File: config.mk
export PLATFORM = sky130hd
export DESIGN_NAME = signed_mult18_pipelined
export DESIGN_NICKNAME = d
export VERILOG_FILES = /design/src/core/mult_pkg.sv /design/src/core/pipe_stage.sv /design/src/core/signed_mult18_pipelined.sv
export SDC_FILE = /design/constraint.sdc
export NUM_CORES = 1
export LEC_CHECK = 0
export ABC_CLOCK_PERIOD_IN_PS = 31300
export BUFFER_PORTS_ARGS = -buffer_cell sky130_fd_sc_hd__clkbuf_2
export CAP_MARGIN = 10
export CORE_MARGIN = 2
export CORE_UTILIZATION = 35
export CTS_BUF_LIST = sky130_fd_sc_hd__clkbuf_2
export DETAILED_ROUTE_END_ITERATION = 6
export PLACE_DENSITY = 0.6
export SYNTH_ARGS = -nofsm -noshare
export SYNTH_HDL_FRONTEND = slang
export SYNTH_SLANG_ARGS = --single-unit
File: constraint.sdc
create_clock -name pclk -period 31.3 [get_ports pclk]
set_input_delay 6.26 -clock pclk [delete_from_list [all_inputs] [get_ports pclk]]
set_output_delay 6.26 -clock pclk [all_outputs]
set_load 0.03 [all_outputs]
File: src/core/mult_pkg.sv
// Constants for the pipelined 18x18 signed multiplier with an APB control port.
// Assumes a 32-bit APB bus on pclk; offsets below are byte addresses.
package mult_pkg;
  localparam int unsigned OPERAND_W = 18;
  localparam int unsigned PRODUCT_W = 36;
  localparam int unsigned APB_AW = 8;
  localparam int unsigned APB_DW = 32;

  // Register byte offsets
  localparam logic [7:0] CONFIG_OFFSET = 8'h00;
  localparam logic [7:0] PRODUCT_LO_OFFSET = 8'h04;
  localparam logic [7:0] PRODUCT_HI_OFFSET = 8'h08;
  localparam logic [7:0] CHAIN_OUT_OFFSET = 8'h0C;

  // Config field positions
  localparam int unsigned CFG_FIRST_REG_BIT = 0;
  localparam int unsigned CFG_SECOND_REG_BIT = 1;
  localparam int unsigned CFG_PRODUCT_REG_BIT = 2;
  localparam int unsigned CFG_CHAIN_SEL_BIT = 3;
  localparam int unsigned CFG_INV_CLK_BIT = 8;
  localparam int unsigned CFG_INV_CE_A_BIT = 9;
  localparam int unsigned CFG_INV_RST_A_BIT = 10;
  localparam int unsigned CFG_INV_CE_B_BIT = 11;
  localparam int unsigned CFG_INV_RST_B_BIT = 12;
  localparam int unsigned CFG_INV_CE_P_BIT = 13;
  localparam int unsigned CFG_INV_RST_P_BIT = 14;
  localparam logic [31:0] CONFIG_MASK = 32'h00007F0F;

  // Values after reset: all three registers bypassed, direct path, true polarity
  localparam logic [31:0] CONFIG_RESET = 32'h00000000;
  localparam logic [17:0] OPERAND_RESET = 18'h00000;
  localparam logic [35:0] PRODUCT_RESET = 36'h000000000;
  localparam logic [31:0] READ_ZERO = 32'h00000000;
endpackage

File: src/core/pipe_stage.sv
// One optional pipeline register with clock enable and synchronous clear.
// Assumes enable and clear are already at true polarity and on the same clock.
`timescale 1ns/1ps
`default_nettype none
module pipe_stage #(
  parameter int unsigned WIDTH = 18
) (
  input wire logic pclk,
  input wire logic presetn,
  input wire logic clk_en,
  input wire logic sync_clear,
  input wire logic [WIDTH-1:0] d,
  output logic [WIDTH-1:0] q
);
  always_ff @(posedge pclk or negedge presetn) begin
    if (!presetn) begin
      q <= '0;
    end else if (sync_clear) begin
      // Clear outranks the enable
      q <= '0; // RULE_12 RULE_14 RULE_16
    end else if (clk_en) begin
      q <= d; // RULE_11 RULE_13 RULE_15
    end
  end
endmodule
`default_nettype wire

File: src/core/signed_mult18_pipelined.sv
// Signed 18x18 multiplier with optional operand and product registers.
// Assumes operands and controls come from fabric logic on pclk; config over APB.
// Overview of operation
// RULE_01: First operand is 18-bit signed multiplicand.
// RULE_02: Direct select uses direct second operand.
// RULE_03: Chained select uses cascade input operand.
// RULE_04: Unregistered first operand flows combinationally through.
// RULE_05: Full 36-bit signed product, combinational unregistered.
// RULE_06: Product register updates on edge with controls.
// RULE_07: Both operands registered: product follows edges.
// RULE_08: One operand registered: mixed clocked/combinational product.
// RULE_09: Unregistered chain output follows selected operand.
// RULE_10: Registered chain output comes from second register.
// RULE_11: First register loads when enabled, not cleared.
// RULE_12: First register clear beats its enable.
// RULE_13: Second register loads selected operand when enabled.
// RULE_14: Second register clear beats its enable.
// RULE_15: Product register loads result when enabled.
// RULE_16: Product register clear beats its enable.
// RULE_17: Clock and six controls may be inverted; code inverts only the six controls, config bit 8 unused.
// RULE_18: Integrator avoids multiplier with wide neighbour memory.
// RULE_19: Upper 16 first-operand bits share memory routing.
// RULE_20: Upper 16 second-operand bits share memory routing.
// RULE_21: Each register inserted or bypassed independently.
// RULE_22: One clock, separate enables and clears.
// RULE_23: Chain output feeds neighbour block's chain input.
//
// Local design decisions: the register addresses and the APB interface to the registers.
`timescale 1ns/1ps
`default_nettype none
module signed_mult18_pipelined
  import mult_pkg::*;
(
  input wire logic pclk,
  input wire logic presetn,
  input wire logic psel,
  input wire logic penable,
  input wire logic pwrite,
  input wire logic [7:0] paddr,
  input wire logic [31:0] pwdata,
  output logic [31:0] prdata,
  output logic pready,
  output logic pslverr,
  input wire logic [17:0] first_operand,
  input wire logic [17:0] second_operand,
  input wire logic [17:0] chain_operand_in,
  input wire logic first_operand_clock_enable,
  input wire logic first_operand_sync_reset,
  input wire logic second_operand_clock_enable,
  input wire logic second_operand_sync_reset,
  input wire logic product_clock_enable,
  input wire logic product_sync_reset,
  output logic [35:0] product,
  output logic [17:0] chain_operand_out
);
  logic [31:0] config_reg;
  logic [31:0] prdata_reg;
  logic pready_reg;
  logic pslverr_reg;
  logic [31:0] read_next;
  logic addr_hit;
  logic first_reg_on;
  logic second_reg_on;
  logic product_reg_on;
  logic chain_sel;
  logic ce_a;
  logic rst_a;
  logic ce_b;
  logic rst_b;
  logic ce_p;
  logic rst_p;
  logic [17:0] first_q;
  logic [17:0] second_q;
  logic [35:0] product_q;
  logic [17:0] first_value;
  logic [17:0] second_in;
  logic [17:0] second_value;
  logic signed [35:0] raw_product;

  assign first_reg_on = config_reg[CFG_FIRST_REG_BIT];
  assign second_reg_on = config_reg[CFG_SECOND_REG_BIT];
  assign product_reg_on = config_reg[CFG_PRODUCT_REG_BIT];
  assign chain_sel = config_reg[CFG_CHAIN_SEL_BIT];

  // Control polarity: a set config bit makes the pin active low
  assign ce_a = first_operand_clock_enable ^ config_reg[CFG_INV_CE_A_BIT]; // RULE_17
  assign rst_a = first_operand_sync_reset ^ config_reg[CFG_INV_RST_A_BIT]; // RULE_17
  assign ce_b = second_operand_clock_enable ^ config_reg[CFG_INV_CE_B_BIT]; // RULE_17
  assign rst_b = second_operand_sync_reset ^ config_reg[CFG_INV_RST_B_BIT]; // RULE_17
  assign ce_p = product_clock_enable ^ config_reg[CFG_INV_CE_P_BIT]; // RULE_17
  assign rst_p = product_sync_reset ^ config_reg[CFG_INV_RST_P_BIT]; // RULE_17

  // Second operand source select
  assign second_in = chain_sel ? chain_operand_in : second_operand; // RULE_02 RULE_03

  // All three stages share pclk, each with its own enable and clear
  pipe_stage #(.WIDTH(OPERAND_W)) first_stage ( // RULE_22
    .pclk(pclk),
    .presetn(presetn),
    .clk_en(ce_a),
    .sync_clear(rst_a),
    .d(first_operand),
    .q(first_q)
  );

  pipe_stage #(.WIDTH(OPERAND_W)) second_stage (
    .pclk(pclk),
    .presetn(presetn),
    .clk_en(ce_b),
    .sync_clear(rst_b),
    .d(second_in),
    .q(second_q)
  );

  // Bypass muxes make each register optional in any combination
  assign first_value = first_reg_on ? first_q : first_operand; // RULE_04 RULE_21
  assign second_value = second_reg_on ? second_q : second_in; // RULE_21

  // Signed multiply at full precision
  assign raw_product = $signed(first_value) * $signed(second_value); // RULE_01 RULE_05

  pipe_stage #(.WIDTH(PRODUCT_W)) product_stage (
    .pclk(pclk),
    .presetn(presetn),
    .clk_en(ce_p),
    .sync_clear(rst_p),
    .d(raw_product),
    .q(product_q)
  );

  // With the product stage bypassed, the product tracks whichever operand
  // paths are registered or open, so it moves on edges, on inputs, or both
  assign product = product_reg_on ? product_q : raw_product; // RULE_06 RULE_07 RULE_08

  // Chain output is the multiplier's second input, registered or not
  assign chain_operand_out = second_value; // RULE_09 RULE_10 RULE_23

  // APB decode
  always_comb begin
    addr_hit = 1'b1;
    read_next = READ_ZERO;
    unique case (paddr)
      CONFIG_OFFSET: begin
        read_next = config_reg;
      end
      PRODUCT_LO_OFFSET: begin
        read_next = product[31:0];
      end
      PRODUCT_HI_OFFSET: begin
        read_next = {28'h0000000, product[35:32]};
      end
      CHAIN_OUT_OFFSET: begin
        read_next = {14'h0000, chain_operand_out};
      end
      default: begin
        addr_hit = 1'b0;
      end
    endcase
  end

  // No wait state: ready rises in the first access cycle
  always_ff @(posedge pclk or negedge presetn) begin
    if (!presetn) begin
      pready_reg <= 1'b0;
    end else begin
      pready_reg <= psel && !pready_reg;
    end
  end

  always_ff @(posedge pclk or negedge presetn) begin
    if (!presetn) begin
      prdata_reg <= READ_ZERO;
      pslverr_reg <= 1'b0;
    end else if (psel && !pready_reg) begin
      prdata_reg <= (!pwrite && addr_hit) ? read_next : READ_ZERO;
      pslverr_reg <= !addr_hit;
    end else begin
      prdata_reg <= READ_ZERO;
      pslverr_reg <= 1'b0;
    end
  end

  always_ff @(posedge pclk or negedge presetn) begin
    if (!presetn) begin
      config_reg <= CONFIG_RESET;
    end else if (psel && penable && pready_reg && pwrite && paddr == CONFIG_OFFSET) begin
      config_reg <= pwdata & CONFIG_MASK; // RULE_17 RULE_21
    end
  end

  assign prdata = prdata_reg;
  assign pready = pready_reg;
  assign pslverr = pslverr_reg;
endmodule
`default_nettype wire

==> key figures <==
Synth
  – Synth Area in Simple Gates: 11.6%
  – Cell Area, Synth: ~18,000 um^2
  – Post-synthesis compound-gate area fraction: under 10%
  – Synth Net Count: about 2,400
  – Predominant post-synthesis flop cell: dfrtp_1
  – Largest family of logic cells by synthesized area: adder cells
  – Mux contribution to synthesized area: between 8 and 9%
  – Mapped Cells: around 1,900
  – Syn Area/Cell: between 9 and 10 um^2
  – Yosys reg bits: approximately 120
  – Synth warn: 0
  – Top-count cell post-synth: inv_1
  – Top post-synthesis cells by area: fa_1 (37%), dfrtp_1 (17%), inv_1 (8.3%)
  – Synth area leader: fa_1
  – Sequential fraction of the synthesis area: ~17%
  – Most instantiated cells after synthesis: inv_1 (390), fa_1 (329), nor2_1 (212), nand2_1 (206), dfrtp_1 (117)
  – Yosys cell types: a little under 70
  – Post-synthesis async set-or-reset flop share: 100%
  – Post-Synth XOR/XNOR Area: around 2.1%
  – Top cell type's share of synthesized area: ~37%
  – Count of flip-flops with a built-in enable after synthesis: 0
  – Adder-Cell Fraction of Synth Area: about 44%

STA
  – RSZ-0062 raised after global routing: no
  – Minimum clock period: approximately 21 ns
  – TNS Setup: 0 ns
  – Fmax: roughly 48 MHz
  – Relative max-transition margin: 19.6%
  – Final Skew: about 0.075 ns
  – Slew @ Worst Pin: roughly 1.2 ns
  – Final hold viol count: 0
  – Setup Viol. Count Final: 0
  – Fin crit share: roughly two thirds
  – Slew Limit Fails: 0

Route
  – Routed vias/inst: slightly above 5
  – Antenna Nets Post-Route: 0
  – Initial DRC count: around 940
  – TritonRoute pass-1 iters: 5
  – Wire per inst: roughly 20 um
  – Final wirelength: ~53,000 um
  – DRC viols: 0
  – Via count: 13,500

Floorplan
  – Die width: 229 um
  – I/O pins: approximately 190
  – Rows: a little over 80
  – Core ar.: between 40,000 and 50,000 um^2
  – Die area: about 52,000 um^2
  – Die height: around 230 um
  – Initial Utilization: around a third

Clock network
  – Worst-Skew Late Latency: about 0.8 ns
  – H-tree levels: 4
  – CTS Sinks: around 120
  – CTS buffer count: 17
  – Root Buffer: clkbuf_2
  – Post-CTS Hold Fix Bufs: 0
  – CTS max path bufs: 2
  – CTS tree: yes
  – Post-CTS sizing: 0
  – Postcts setup bufs: 0
  – Clk slew on worst S/H paths: 0.21 ns

Hold path
  – Min-delay worst type: flip-flop to flip-flop
  – Origin of the worst min-delay path: product_stage.q[7]$_DFFE_PN0P_

Critical path
  – Worst path top cell family by delay: adder cells
  – Worst Path Class, Setup: input port to primary output
  – Worst setup SP type: input port
  – Critical path's slowest cell: fa_1
  – Data arrival, critical path: around 15 ns
  – CP required: about 25 ns
  – Endpoint type of the worst setup path: primary output
  – Worst Setup SP: chain_operand_in[0]
  – Most used cell, CP: inv_1
  – Reg2reg start: config_reg[3]$_DFFE_PN0P_
  – Buffers & Inverters on Critical Path: 11
  – Crit path largest cell delay: roughly 0.59 ns
  – CP max FO: 12

Global route
  – Global Route Usage Sum: between 20% and 30%
  – Vias in the first global route: around 14,000
  – Initial antenna violation count: 1
  – Pin count of the biggest net entering global routing: between 70 and 80
  – First-pass GRT wire length: 82,800 um
  – GR Overflow Total: 0

Final layout
  – Share of layout cells above drive strength 1: about 17%
  – Fin cells: between 2,000 and 3,000
  – Layout area overhead: 10.8%
  – Max reg flops: 36
  – Final #Nets: 2,532

Job
  – Max cap viols: 0

Status
  – Status: finished, final reports clean

Placed design
  – Placed Instances: 2,658
  – I/O Buffers: around 170
  – Dpl hpwl: around 42,000 um
  – RePlAce Congestion: approximately 0.9
## path summary, 6_finish.rpt
check / depth (start not counted) / slack [ns] / endpoint
worst max-delay path: 29 / 10.39 / product[34]
worst min-delay path: 2 / 0.51 / product_stage.q[7]$_DFFE_PN0P_
worst max register to register: 28 / 22.40 / product_stage.q[34]$_DFFE_PN0P_
worst min register to register: 2 / 0.51 / product_stage.q[7]$_DFFE_PN0P_
max in group asynchronous: 2 / 24.41 / config_reg[14]$_DFFE_PN0P_
min in group asynchronous: 1 / 5.47 / first_stage.q[4]$_DFFE_PN0P_
## placed cells by master (no fill, tap or decap), types with 8 or more instances in the layout
| cell | netlist | routed |
|---|---|---|
| buf_4 | 3 | 37 |
| xor2_1 | 16 | 15 |
| o21ai_1 | 15 | 15 |
| inv_1 | 390 | 390 |
| fa_1 | 329 | 329 |
| nor2_1 | 212 | 211 |
| clkbuf_2 | 0 | 188 |
| o21bai_1 | 8 | 8 |
| ha_1 | 93 | 93 |
| nand3_1 | 12 | 12 |
| nand2_1 | 206 | 206 |
| mux2_2 | 66 | 66 |
| xnor2_1 | 27 | 27 |
| dfrtp_1 | 117 | 115 |
| o21ai_0 | 34 | 34 |
| and2_1 | 20 | 20 |
| a21oi_1 | 28 | 28 |
| mux2i_1 | 58 | 53 |
| a22o_1 | 40 | 40 |
## kinds of logic (layout without fill, tap and decap cells)
group	count (synthesis)	in the layout
fa+ha+maj	422	422
mux	130	130
buf+inv	471	636
compound gates	177	177
simple gates	493	493
other cells	0	1
flops	117	117
xor+xnor	43	43
## worst reg2reg max path, delay by kind of cell, from the launching register on
family,cells,cell delay [ns]
AND/OR/NAND/NOR,4,0.99
XOR/XNOR,1,0.53
adder cells (fa/ha/maj),7,3.63
AO/OA/AOI/OAI,4,1.04
flip-flops,1,0.36
multiplexers,2,0.53
buffers and inverters,10,1.80
## area by class of cell
type                    instances  area [um^2]
diodes                          1         2.50
well taps                     672          841
inverters                     397         1490
multi-input cells            1265        12900
clock buffers                  18         90.1
clock inverters                14          164
repair buffers                207         1130
flip-flops and latches        117         2930
fillers                      5024        30400
## per-stage QoR
step                hold WS, ns  instance area [um^2]  util, %  worst slack (ns)
detailed placement        0.470                 19300     38.6             10.41
finish                    0.511                 19600     39.1             10.39
global route              0.541                 19600     39.1             10.01
global placement          0.455                 19300     38.6             10.58
floorplan                 0.442                 17600        -             11.97
CTS                       0.514                 19600     39.1             10.39
## routing by layer
| layer | share of wire (%) | GRT usage, % | wire length [um] |
|---|---|---|---|
| met1 | 40 | 27.5 | 21100 |
| met2 | 49 | 34.5 | 25600 |
| met3 | 7.6 | 3.39 | 4000 |
| met4 | 3.8 | 7.33 | 1990 |
| met5 | 0 | 0 | 0 |
Power is left out: the tool's default activity adds up to more than one toggle a clock period on the data nets, which glitch-free logic cannot reach.
